## src/hdl/pirq_consts.svh

```systemverilog
// Offsets, field positions, reset values and counts for the peripheral interrupt routing block.
`ifndef PIRQ_CONSTS_SVH
`define PIRQ_CONSTS_SVH

`define PIRQ_NUM_LINES      32
`define PIRQ_NUM_PERIPH     28
`define PIRQ_PRIO_BITS      2
`define PIRQ_FLAG_WIDTH     16

// Counter peripheral registers.
`define PIRQ_CNT_ENCLR_OFS  8'h08
`define PIRQ_CNT_ENSET_OFS  8'h0c
`define PIRQ_CNT_FLAG_OFS   8'h10
`define PIRQ_CNT_MODE_OFS   8'h00
`define PIRQ_CNT_ENCLR_RST  16'h0000
`define PIRQ_CNT_ENCLR_MASK 16'h83ff
`define PIRQ_CNT_MODE_RST   2'h0
`define PIRQ_CNT_MODE_C16   2'h1
`define PIRQ_CNT_OVERFLOW_BIT 15
`define PIRQ_CNT_LINE       2

// Controller registers.
`define PIRQ_LEN_SET_OFS    8'h40
`define PIRQ_LEN_CLR_OFS    8'h44
`define PIRQ_PEND_SET_OFS   8'h48
`define PIRQ_PEND_CLR_OFS   8'h4c
`define PIRQ_ACTIVE_OFS     8'h50
`define PIRQ_PRIO_OFS       8'h60
`define PIRQ_PRIO_COUNT     8
`define PIRQ_NONE_ID        6'h3f

`endif

```

## src/hdl/pirq_pkg.sv

```systemverilog
// Types shared by the peripheral interrupt routing block.
package pirq_pkg;

    typedef struct packed {
        logic        cyc;
        logic        stb;
        logic        we;
        logic [3:0]  sel;
        logic [7:0]  adr;
        logic [31:0] dat;
    } pirq_wb_req_s;

    typedef struct packed {
        logic        ack;
        logic [31:0] dat;
    } pirq_wb_rsp_s;

    typedef enum logic [1:0] {
        PIRQ_IDLE = 2'b00,
        PIRQ_ACK  = 2'b01
    } pirq_bus_e;

endpackage

```

## src/hdl/pirq_src.sv

```systemverilog
// One peripheral interrupt source: sticky flags, one enable per flag, one OR-ed request.
`timescale 1ns/1ns
`include "pirq_consts.svh"
module pirq_src #(
    parameter int W = `PIRQ_FLAG_WIDTH
) (
    input  wire logic         clk_in,
    input  wire logic         resetn_in,
    input  wire logic [W-1:0] event_in,
    input  wire logic [W-1:0] flag_clr_in,
    input  wire logic [W-1:0] en_set_in,
    input  wire logic [W-1:0] en_clr_in,
    output logic      [W-1:0] flag_out,
    output logic      [W-1:0] enable_out,
    output logic              req_out
);
    if (W < 1) begin : g_bad_width
        $error("pirq_src width must be at least one");
    end

    logic [W-1:0] flag_ff;
    logic [W-1:0] en_ff;
    logic [W-1:0] nxt_flag;
    logic [W-1:0] nxt_en;

    always_comb begin
        // An event in the same cycle as its clear wins, so no condition is lost.
        nxt_flag = (flag_ff & ~flag_clr_in) | event_in;
        nxt_en   = (en_ff | en_set_in) & ~en_clr_in;
    end

    always_ff @(posedge clk_in or negedge resetn_in) begin
        if (!resetn_in) begin
            flag_ff <= '0;
            en_ff   <= '0;
        end else begin
            flag_ff <= nxt_flag;
            en_ff   <= nxt_en;
        end
    end

    assign flag_out   = flag_ff;
    assign enable_out = en_ff;
    assign req_out    = |(flag_ff & en_ff);
endmodule // pirq_src

```

## src/hdl/pirq_line.sv

```systemverilog
// One controller line: pending bit, line enable and priority field.
`timescale 1ns/1ns
module pirq_line #(
    parameter int PW = 2
) (
    input  wire logic          clk_in,
    input  wire logic          resetn_in,
    input  wire logic          req_in,
    input  wire logic          pend_set_in,
    input  wire logic          pend_clr_in,
    input  wire logic          en_set_in,
    input  wire logic          en_clr_in,
    input  wire logic          prio_wr_in,
    input  wire logic [PW-1:0] prio_in,
    output logic               pend_out,
    output logic               en_out,
    output logic      [PW-1:0] prio_out,
    output logic               active_out
);
    if (PW < 1) begin : g_bad_width
        $error("pirq_line priority width must be at least one");
    end

    logic          pend_ff;
    logic          en_ff;
    logic [PW-1:0] prio_ff;
    logic          nxt_pend;
    logic          nxt_en;
    logic [PW-1:0] nxt_prio;

    always_comb begin
        // Request and software set both beat a software clear in the same cycle.
        nxt_pend = (pend_ff & ~pend_clr_in) | req_in | pend_set_in;
        nxt_en   = (en_ff & ~en_clr_in) | en_set_in;
        nxt_prio = prio_wr_in ? prio_in : prio_ff;
    end

    always_ff @(posedge clk_in or negedge resetn_in) begin
        if (!resetn_in) begin
            pend_ff <= 1'b0;
            en_ff   <= 1'b0;
            prio_ff <= '0;
        end else begin
            pend_ff <= nxt_pend;
            en_ff   <= nxt_en;
            prio_ff <= nxt_prio;
        end
    end

    assign pend_out   = pend_ff;
    assign en_out     = en_ff;
    assign prio_out   = prio_ff;
    assign active_out = pend_ff & en_ff;
endmodule // pirq_line

```

## src/hdl/pirq_top.sv

```systemverilog
// Peripheral interrupt routing: counter enable registers, line map and controller registers.
//
// The Wishbone interface to the registers is this design's own decision.
`timescale 1ns/1ns
`include "pirq_consts.svh"
module pirq_top #(
    parameter int NUM_LINES = `PIRQ_NUM_LINES,
    parameter int PRIO_BITS = `PIRQ_PRIO_BITS
) (
    input  wire logic                   CORE_CLK_IN,
    input  wire logic                   RESETN_IN,
    input  wire pirq_pkg::pirq_wb_req_s WB_REQ_IN,
    output pirq_pkg::pirq_wb_rsp_s      WB_RSP_OUT,
    input  wire logic [5:0]             SYSCTL_REQ_IN,
    input  wire logic                   WATCHDOG_REQ_IN,
    input  wire logic [15:0]            CNT_EVENT_IN,
    input  wire logic                   EXT_REQ_IN,
    input  wire logic                   EXT_NMI_IN,
    input  wire logic                   NVM_REQ_IN,
    input  wire logic                   DMA_REQ_IN,
    input  wire logic                   USB_REQ_IN,
    input  wire logic                   EVENT_REQ_IN,
    input  wire logic [19:0]            OTHER_REQ_IN,
    output logic                        CORE_NMI_OUT,
    output logic                        CORE_IRQ_OUT,
    output logic [5:0]                  CORE_IRQ_ID_OUT,
    output logic [1:0]                  CORE_IRQ_PRIO_OUT,
    output logic [NUM_LINES-1:0]        LINE_ACTIVE_OUT
);
    import pirq_pkg::*;

    // The line map and the register layout are fixed, so other sizes are refused.
    if (NUM_LINES != `PIRQ_NUM_LINES) begin : g_bad_lines
        $error("pirq_top serves exactly 32 lines");
    end
    if (PRIO_BITS != `PIRQ_PRIO_BITS) begin : g_bad_prio
        $error("pirq_top serves exactly four priority levels");
    end

    localparam int NPRIO = 1 << PRIO_BITS;

    // Bus decode.
    logic        acc;
    logic        wr;
    logic [31:0] wmask;
    logic [31:0] wdat;
    pirq_bus_e   bus_ff;
    pirq_bus_e   nxt_bus;
    logic [31:0] rdat_ff;
    logic [31:0] nxt_rdat;

    assign acc   = WB_REQ_IN.cyc & WB_REQ_IN.stb & (bus_ff == PIRQ_IDLE);
    assign wr    = acc & WB_REQ_IN.we;
    assign wmask = {{8{WB_REQ_IN.sel[3]}}, {8{WB_REQ_IN.sel[2]}}, {8{WB_REQ_IN.sel[1]}}, {8{WB_REQ_IN.sel[0]}}};
    assign wdat  = WB_REQ_IN.dat & wmask;

    // Counter peripheral mode and its flag and enable state.
    logic [1:0]  mode_ff;
    logic [1:0]  nxt_mode;
    logic        c16;
    logic [15:0] cnt_flag;
    logic [15:0] cnt_en;
    logic [15:0] cnt_en_set;
    logic [15:0] cnt_en_clr;
    logic [15:0] cnt_flag_clr;
    logic        cnt_req;

    assign c16 = (mode_ff == `PIRQ_CNT_MODE_C16);

    always_comb begin
        nxt_mode = mode_ff;
        if (wr && WB_REQ_IN.adr == `PIRQ_CNT_MODE_OFS && WB_REQ_IN.sel[0]) begin
            nxt_mode = WB_REQ_IN.dat[1:0];
        end
    end

    always_comb begin
        cnt_en_set   = 16'h0000;
        cnt_en_clr   = 16'h0000;
        cnt_flag_clr = 16'h0000;
        // The enable registers only take writes in sixteen-bit mode; flag clears are taken in every mode.
        if (wr && c16 && WB_REQ_IN.adr == `PIRQ_CNT_ENCLR_OFS) begin
            cnt_en_clr = wdat[15:0] & `PIRQ_CNT_ENCLR_MASK;
        end
        if (wr && c16 && WB_REQ_IN.adr == `PIRQ_CNT_ENSET_OFS) begin
            cnt_en_set = wdat[15:0] & `PIRQ_CNT_ENCLR_MASK;
        end
        if (wr && WB_REQ_IN.adr == `PIRQ_CNT_FLAG_OFS) begin
            cnt_flag_clr = wdat[15:0];
        end
    end

    pirq_src #(
        .W(16)
    ) u_cnt (
        .clk_in      (CORE_CLK_IN),
        .resetn_in   (RESETN_IN),
        .event_in    (CNT_EVENT_IN & `PIRQ_CNT_ENCLR_MASK),
        .flag_clr_in (cnt_flag_clr),
        .en_set_in   (cnt_en_set),
        .en_clr_in   (cnt_en_clr),
        .flag_out    (cnt_flag),
        .enable_out  (cnt_en),
        .req_out     (cnt_req)
    );

    // Line map: system control units share line 0, the rest one line each.
    logic [NUM_LINES-1:0] line_req;
    always_comb begin
        line_req        = '0;
        line_req[0]     = |SYSCTL_REQ_IN;
        line_req[1]     = WATCHDOG_REQ_IN;
        line_req[`PIRQ_CNT_LINE] = cnt_req;
        line_req[3]     = EXT_REQ_IN;
        line_req[4]     = NVM_REQ_IN;
        line_req[5]     = DMA_REQ_IN;
        line_req[6]     = USB_REQ_IN;
        line_req[7]     = EVENT_REQ_IN;
        // Lines 8 to 27 carry the remaining peripherals; 28 to 31 stay unwired.
        line_req[`PIRQ_NUM_PERIPH-1:8] = OTHER_REQ_IN;
    end

    // The non-maskable source bypasses the numbered lines entirely.
    assign CORE_NMI_OUT = EXT_NMI_IN;

    // Controller register strobes.
    logic [NUM_LINES-1:0] pend_set;
    logic [NUM_LINES-1:0] pend_clr;
    logic [NUM_LINES-1:0] len_set;
    logic [NUM_LINES-1:0] len_clr;
    logic [NUM_LINES-1:0] prio_wr;
    logic [NUM_LINES-1:0] pend;
    logic [NUM_LINES-1:0] len;
    logic [NUM_LINES-1:0] act;
    logic [PRIO_BITS-1:0] prio [NUM_LINES];
    logic [2:0]           prio_idx;
    logic                 prio_hit;

    // Priority words cover eight consecutive word addresses, four lines per word.
    assign prio_hit = (WB_REQ_IN.adr >= `PIRQ_PRIO_OFS) &&
                      (WB_REQ_IN.adr < (`PIRQ_PRIO_OFS + 8'(4 * `PIRQ_PRIO_COUNT)));
    assign prio_idx = 3'((WB_REQ_IN.adr - `PIRQ_PRIO_OFS) >> 2);

    always_comb begin
        pend_set = '0;
        pend_clr = '0;
        len_set  = '0;
        len_clr  = '0;
        prio_wr  = '0;
        if (wr && WB_REQ_IN.adr == `PIRQ_LEN_SET_OFS) begin
            len_set = wdat;
        end else if (wr && WB_REQ_IN.adr == `PIRQ_LEN_CLR_OFS) begin
            len_clr = wdat;
        end else if (wr && WB_REQ_IN.adr == `PIRQ_PEND_SET_OFS) begin
            pend_set = wdat;
        end else if (wr && WB_REQ_IN.adr == `PIRQ_PEND_CLR_OFS) begin
            pend_clr = wdat;
        end else if (wr && prio_hit) begin
            // Each byte lane of a priority word holds one line's field in its top bits.
            for (int b = 0; b < 4; b++) begin
                prio_wr[prio_idx * 4 + b] = WB_REQ_IN.sel[b];
            end
        end
    end

    for (genvar i = 0; i < NUM_LINES; i++) begin : g_line
        pirq_line #(
            .PW(PRIO_BITS)
        ) u_line (
            .clk_in      (CORE_CLK_IN),
            .resetn_in   (RESETN_IN),
            .req_in      (line_req[i]),
            .pend_set_in (pend_set[i]),
            .pend_clr_in (pend_clr[i]),
            .en_set_in   (len_set[i]),
            .en_clr_in   (len_clr[i]),
            .prio_wr_in  (prio_wr[i]),
            .prio_in     (WB_REQ_IN.dat[(i % 4) * 8 + 6 +: 2]),
            .pend_out    (pend[i]),
            .en_out      (len[i]),
            .prio_out    (prio[i]),
            .active_out  (act[i])
        );
    end

    assign LINE_ACTIVE_OUT = act;

    // Arbitration: lowest priority value wins, then lowest line number.
    logic [5:0]           win_id;
    logic [PRIO_BITS-1:0] win_prio;
    logic                 win_any;
    always_comb begin
        win_id   = `PIRQ_NONE_ID;
        win_prio = PRIO_BITS'(NPRIO - 1);
        win_any  = 1'b0;
        for (int i = 0; i < NUM_LINES; i++) begin
            if (act[i] && (!win_any || prio[i] < win_prio)) begin
                win_any  = 1'b1;
                win_prio = prio[i];
                win_id   = 6'(i);
            end
        end
    end

    // Core request group. Registering the winner costs one cycle of latency but
    // hands the core a line number and priority that never glitch within a cycle.
    logic       irq_ff;
    logic [5:0] id_ff;
    logic [1:0] pr_ff;
    logic       nxt_irq;
    logic [5:0] nxt_id;
    logic [1:0] nxt_pr;

    always_comb begin
        nxt_irq = win_any;
        nxt_id  = win_id;
        nxt_pr  = win_prio;
    end

    always_ff @(posedge CORE_CLK_IN or negedge RESETN_IN) begin
        if (!RESETN_IN) begin
            irq_ff <= 1'b0;
            id_ff  <= `PIRQ_NONE_ID;
            pr_ff  <= 2'h0;
        end else begin
            irq_ff <= nxt_irq;
            id_ff  <= nxt_id;
            pr_ff  <= nxt_pr;
        end
    end

    assign CORE_IRQ_OUT      = irq_ff;
    assign CORE_IRQ_ID_OUT   = id_ff;
    assign CORE_IRQ_PRIO_OUT = pr_ff;

    // Read decode of every register word; unmapped words read as zero.
    logic [31:0] rd_word;

    always_comb begin
        rd_word = 32'h00000000;
        if (WB_REQ_IN.adr == `PIRQ_CNT_MODE_OFS) begin
            rd_word = {30'h00000000, mode_ff};
        end else if (WB_REQ_IN.adr == `PIRQ_CNT_ENCLR_OFS || WB_REQ_IN.adr == `PIRQ_CNT_ENSET_OFS) begin
            rd_word = {16'h0000, cnt_en & `PIRQ_CNT_ENCLR_MASK};
        end else if (WB_REQ_IN.adr == `PIRQ_CNT_FLAG_OFS) begin
            rd_word = {16'h0000, cnt_flag};
        end else if (WB_REQ_IN.adr == `PIRQ_LEN_SET_OFS || WB_REQ_IN.adr == `PIRQ_LEN_CLR_OFS) begin
            rd_word = len;
        end else if (WB_REQ_IN.adr == `PIRQ_PEND_SET_OFS || WB_REQ_IN.adr == `PIRQ_PEND_CLR_OFS) begin
            rd_word = pend;
        end else if (WB_REQ_IN.adr == `PIRQ_ACTIVE_OFS) begin
            rd_word = act;
        end else if (prio_hit) begin
            for (int b = 0; b < 4; b++) begin
                rd_word[b * 8 + 6 +: 2] = prio[prio_idx * 4 + b];
            end
        end
    end

    // Read data group. The word is captured only when a request is taken, so it
    // stands unchanged for the whole acknowledge cycle and the data lines stay quiet after it.
    always_comb begin
        nxt_rdat = rdat_ff;
        if (acc) begin
            nxt_rdat = rd_word;
        end
    end

    always_ff @(posedge CORE_CLK_IN or negedge RESETN_IN) begin
        if (!RESETN_IN) begin
            rdat_ff <= 32'h00000000;
        end else begin
            rdat_ff <= nxt_rdat;
        end
    end

    // Bus state group: one wait state, then a single-cycle acknowledge.
    always_comb begin
        nxt_bus = PIRQ_IDLE;
        if (acc) begin
            nxt_bus = PIRQ_ACK;
        end
    end

    always_ff @(posedge CORE_CLK_IN or negedge RESETN_IN) begin
        if (!RESETN_IN) begin
            bus_ff <= PIRQ_IDLE;
        end else begin
            bus_ff <= nxt_bus;
        end
    end

    // Counter mode group. Only the two low bits exist; the rest of that word reads as zero.
    always_ff @(posedge CORE_CLK_IN or negedge RESETN_IN) begin
        if (!RESETN_IN) begin
            mode_ff <= `PIRQ_CNT_MODE_RST;
        end else begin
            mode_ff <= nxt_mode;
        end
    end

    assign WB_RSP_OUT.ack = (bus_ff == PIRQ_ACK);
    assign WB_RSP_OUT.dat = rdat_ff;
endmodule // pirq_top

```

## config.mk

```make
export PLATFORM = sky130hd
export DESIGN_NAME = pirq_top
export DESIGN_NICKNAME = d
export VERILOG_FILES = /design/src/hdl/pirq_pkg.sv /design/src/hdl/pirq_src.sv /design/src/hdl/pirq_line.sv /design/src/hdl/pirq_top.sv
export VERILOG_INCLUDE_DIRS = /design/src /design/src/hdl
export SDC_FILE = /design/constraint.sdc
export NUM_CORES = 1
export LEC_CHECK = 0
export ABC_AREA = 1
export BUFFER_PORTS_ARGS = -buffer_cell sky130_fd_sc_hd__buf_2
export CORE_ASPECT_RATIO = 1.2
export CORE_MARGIN = 5
export CORE_UTILIZATION = 50
export DETAILED_ROUTE_END_ITERATION = 8
export PLACE_DENSITY_LB_ADDON = 0.15
export SLEW_MARGIN = 20
export SYNTH_ARGS = -nofsm -noshare
export SYNTH_HDL_FRONTEND = slang
export SYNTH_SLANG_ARGS = --single-unit
```

## constraint.sdc

```tcl
create_clock -name CORE_CLK_IN -period 12.8 [get_ports CORE_CLK_IN]
set_input_delay 1.28 -clock CORE_CLK_IN [delete_from_list [all_inputs] [get_ports CORE_CLK_IN]]
set_output_delay 1.28 -clock CORE_CLK_IN [all_outputs]
set_load 0.05 [all_outputs]
```

==> Flow_metrics.wiki <==
{| class="wikitable"
! Metric !! Value
|-
| Final Setup Violations || 7
|-
| Placed Instances || around 2300
|-
| Synthesized netlist cell count || 1801
|-
| Maximum clock frequency || approximately 0.064 GHz
|-
| FF+latch count, synth || 199
|-
| Beginning of the worst hold path || rdat_ff[12]$_DFFE_PN0P_
|-
| Setup skew after layout || 0.0126 ns
|-
| Post-route DRC violation count || 0
|-
| Library cell with the largest summed area after synthesis || sky130_fd_sc_hd__dfrtp_1
|-
| Buf+Inv Stages, Crit Path || 15
|-
| Antenna Nets Post-Route || 0
|-
| Maximum cell stage delay along the critical path || around 0.38 ns
|-
| Insertion delay of the later-clocked pin in the worst-skew pair || 0.45 ns
|-
| Number of buffers created by CTS || 17
|-
| # rows || between 60 and 70
|-
| # Max-Cap Violations || 0
|-
| Drt initial violations || between 1000 and 1500
|-
| Count of buffers from port buffering || 165
|-
| Tcrit/Tclk final || 122%
|-
| Initial core utilization || between 50% and 60%
|-
| Count of hold buffers inserted by post-cts repair || 0
|-
| Via/cell ratio || between 5 and 6
|-
| Predominant post-synthesis flop cell || sky130_fd_sc_hd__dfrtp_1
|-
| # IOs || roughly 170
|-
| Top cells by instance count after synthesis || 431 x sky130_fd_sc_hd__nand2_1, 285 x sky130_fd_sc_hd__o21ai_0, 273 x sky130_fd_sc_hd__inv_1
|-
| Mean instance size in the synthesized netlist || 6.96 um^2
|-
| Slew headroom || about 28%
|-
| Family with the most delay on the worst path || simple AND/OR/NAND/NOR gates
|-
| Maximum VDD drop || slightly below 0.1 mV
|-
| Half-perimeter wire length after placement || around 30000 um
|-
| H-tree depth reported by CTS || 4
|-
| Count leader, synth || sky130_fd_sc_hd__nand2_1
|-
| CORE AREA || roughly 0.025 mm^2
|-
| Slowest cell on the critical path || sky130_fd_sc_hd__dfrtp_1
|-
| Wire length of the first global-routing pass || between 60000 and 70000 um
|-
| Final-layout worst hold slack || 0.486 ns
|-
| Clock-pin transition on the worst setup and hold timing paths || roughly 0.080 ns
|-
| Die outline height || about 180 um
|-
| Tot GR Track Use || between 20% and 30%
|-
| Slew at the pin closest to its max-slew limit || around 1.1 ns
|-
| Post-synth EDFFs || 0
|-
| Number of nets in the layout || between 2000 and 2500
|-
| 1st-pass router iterations || 6
|-
| Fraction of layout instances using a drive strength above 1 || around a quarter
|-
| Max-slew violation count || 0
|-
| Final WL || roughly 40000 um
|-
| Total number of yosys warnings || 0
|-
| Number of inserted diodes || 0
|-
| Layout-stage area growth over the synthesis result || 24.9%
|-
| Worst hold path type || flop to flop
|-
| Main area contributors after synthesis || sky130_fd_sc_hd__dfrtp_1 39%, sky130_fd_sc_hd__nand2_1 13%, sky130_fd_sc_hd__o21ai_0 11%
|-
| Final standard cell count with taps included and fillers excluded || between 2000 and 2500
|-
| Worst Path Arrival || approximately 16 ns
|-
| CP Capture Type || flop
|-
| Maximum number of pins on one net before global-route repair || between 90 and 100
|-
| Critical R2R Launch || g_line[0].u_line.pend_out$_DFF_PN0_
|-
| Unrepaired setup endpoints after global routing || true
|-
| Critical Path Start Type || flop
|-
| Netlist area before placement || around 0.013 mm^2
|-
| Minimum period implied by the final worst setup slack || between 15 and 20 ns
|-
| Maximum number of buffers from clock root to sink || 2
|-
| Via count of the first global-routing pass || around 13000
|-
| TritonCTS clock tree || yes
|-
| Final Total Pwr || between 1 and 1.5 mW
|-
| DIE WIDTH || between 150 and 200 um
|-
| Root Buffer || sky130_fd_sc_hd__clkbuf_16
|-
| Via Count || 13300
|-
| Most common cell on crit path || sky130_fd_sc_hd__nand2_2
|-
| Share of flip-flops with an asynchronous set or reset || 100%
|-
| Global route overflow || 0
|-
| Status || finished with violations
|-
| Post-Synthesis Net Count || about 1900
|-
| CP startpoint || g_line[0].u_line.pend_out$_DFF_PN0_
|-
| Die Footprint || approximately 0.028 mm^2
|-
| CTS Sinks || 199
|-
| Worst path setup slack after routing || -2.77 ns
|-
| Wirelength per Cell || ~17 um
|-
| Top cell type's share of synthesized area || roughly 39%
|-
| Required time of the worst setup path || around 13 ns
|-
| Number of failing hold endpoints at the final stage || 0
|-
| Power density over cell area || between 90 and 100 mW/mm^2
|-
| RePlAce Congestion || around 0.94
|-
| Leakage dissipation || roughly 8.4 nW
|-
| WS Path Type || flop to flop
|-
| Violated checks || setup timing
|-
| Largest fanout on the critical path || 7
|-
| Number of antenna violations at the first check in global routing || 1
|-
| Distinct cell type count of the synthesized netlist || 39
|-
| Proportion of synthesized chip area in sequential cells || about two fifths
|}
[routing by layer]
layer / vias to the layer above / part of all wire, % / GRT usage (%)
li1: 6458 / - / -
met1: 6225 / 42 / 37.3
met2: 514 / 48 / 47.7
met3: 99 / 7.0 / 4.87
met4: 2 / 3.4 / 10.2
met5: - / 0.027 / 0
[cell usage in the layout, fill, tap and decap left out, types with 4 or more instances in the layout]
cell type | netlist | routed
sky130_fd_sc_hd__o22ai_1 | 34 | 34
sky130_fd_sc_hd__nand3_2 | 3 | 9
sky130_fd_sc_hd__nand2_4 | 26 | 34
sky130_fd_sc_hd__clkbuf_16 | 0 | 17
sky130_fd_sc_hd__nand2_1 | 431 | 373
sky130_fd_sc_hd__dfrtp_1 | 193 | 193
sky130_fd_sc_hd__inv_1 | 273 | 271
sky130_fd_sc_hd__nor2_2 | 0 | 11
sky130_fd_sc_hd__o21ai_0 | 285 | 283
sky130_fd_sc_hd__o2111ai_1 | 7 | 7
sky130_fd_sc_hd__buf_2 | 0 | 164
sky130_fd_sc_hd__dfstp_2 | 6 | 6
sky130_fd_sc_hd__a21oi_1 | 9 | 9
sky130_fd_sc_hd__o21bai_1 | 4 | 4
sky130_fd_sc_hd__nand2_2 | 36 | 86
sky130_fd_sc_hd__nor3_1 | 5 | 4
sky130_fd_sc_hd__a31oi_1 | 4 | 4
sky130_fd_sc_hd__nand3_1 | 203 | 197
sky130_fd_sc_hd__buf_4 | 33 | 189
sky130_fd_sc_hd__a221oi_1 | 18 | 18
sky130_fd_sc_hd__nand4_1 | 7 | 7
sky130_fd_sc_hd__o211ai_1 | 37 | 37
sky130_fd_sc_hd__clkinv_1 | 6 | 5
sky130_fd_sc_hd__nor2_1 | 110 | 99
sky130_fd_sc_hd__inv_6 | 0 | 6
[where the power goes]
part / switching [mW] / total (mW) / internal (mW) / leakage, nW
Clock: 0.265 / 0.584 / 0.319 / 0.306
Sequential: 0.0108 / 0.653 / 0.643 / 2.51
Combinational: 0.159 / 0.246 / 0.0872 / 5.63
[repair_timing]
item / in CTS / in global routing
setup endpoints to repair: 7 / 7
gates resized for setup: 14 / 72
setup buffers: 52 / 26
pin swaps: 3 / 60
[worst register-to-register path, delay by kind of cell, from the launching register on]
kind	cells	cell delay [ns]
adder cells (fa/ha/maj)	3	0.85
AO/OA/AOI/OAI	3	0.18
buffers and inverters	15	1.70
flip-flops	1	0.38
AND/OR/NAND/NOR	163	12.37
[registers in the layout, summed over array words and instances (netlist names)]
signal                  count
g_line.u_line.en_out       32
g_line.u_line.pend_out     32
u_cnt.flag_out             16
g_line.u_line.prio_out     64
CORE_IRQ_ID_OUT             6
rdat_ff                    32
bus_ff                      1
u_cnt.enable_out           11
CORE_IRQ_PRIO_OUT           2
CORE_IRQ_OUT                1
mode_ff                     2
[worst paths after layout]
check	to	slack, ns	cells past startpoint
min in group asynchronous	rdat_ff[27]$_DFFE_PN0P_	0.90	1
hold / removal	rdat_ff[12]$_DFFE_PN0P_	0.49	2
hold reg to reg	rdat_ff[12]$_DFFE_PN0P_	0.49	2
setup reg to reg	CORE_IRQ_PRIO_OUT[1]$_DFF_PN0_	-2.77	184
setup / recovery	CORE_IRQ_PRIO_OUT[1]$_DFF_PN0_	-2.77	184
max in group asynchronous	g_line[10].u_line.prio_out[0]$_DFFE_PN0P_	10.00	3
[cells by family after synthesis]
family,count (synthesis),share of synthesized area (%)
and+or+nand+nor,828,29.6
AOI/OAI and AO/OA,406,18.3
buffers and inverters,363,11.9
DFF,199,39.8
adders and majority gates,3,0.299
muxes,2,0.180
[final cells by class]
| cell class | instances | area, um^2 |
|---|---|---|
| fillers | 2326 | 9090 |
| multi-input cells | 1239 | 6330 |
| flip-flops and latches | 199 | 4990 |
| repair buffers | 355 | 2260 |
| inverters | 280 | 1050 |
| clock buffers | 18 | 439 |
| well taps | 325 | 407 |
| clock inverters | 14 | 183 |
[through the flow]
| stage | instance area (um^2) | worst slack (ns) | util (%) | TNS (ns) |
|---|---|---|---|---|
| after floorplan | 12600 | -0.811 | - | -5.29 |
| after global placement | 14200 | -1.50 | 57.4 | -10.14 |
| after detailed placement | 14200 | -2.25 | 57.4 | -15.33 |
| after CTS | 15300 | -2.08 | 61.6 | -14.11 |
| after global routing | 15700 | -4.27 | 63.3 | -29.44 |
| final | 15700 | -2.77 | 63.3 | -18.93 |
Note: power is estimated with default switching activity, not from simulation.
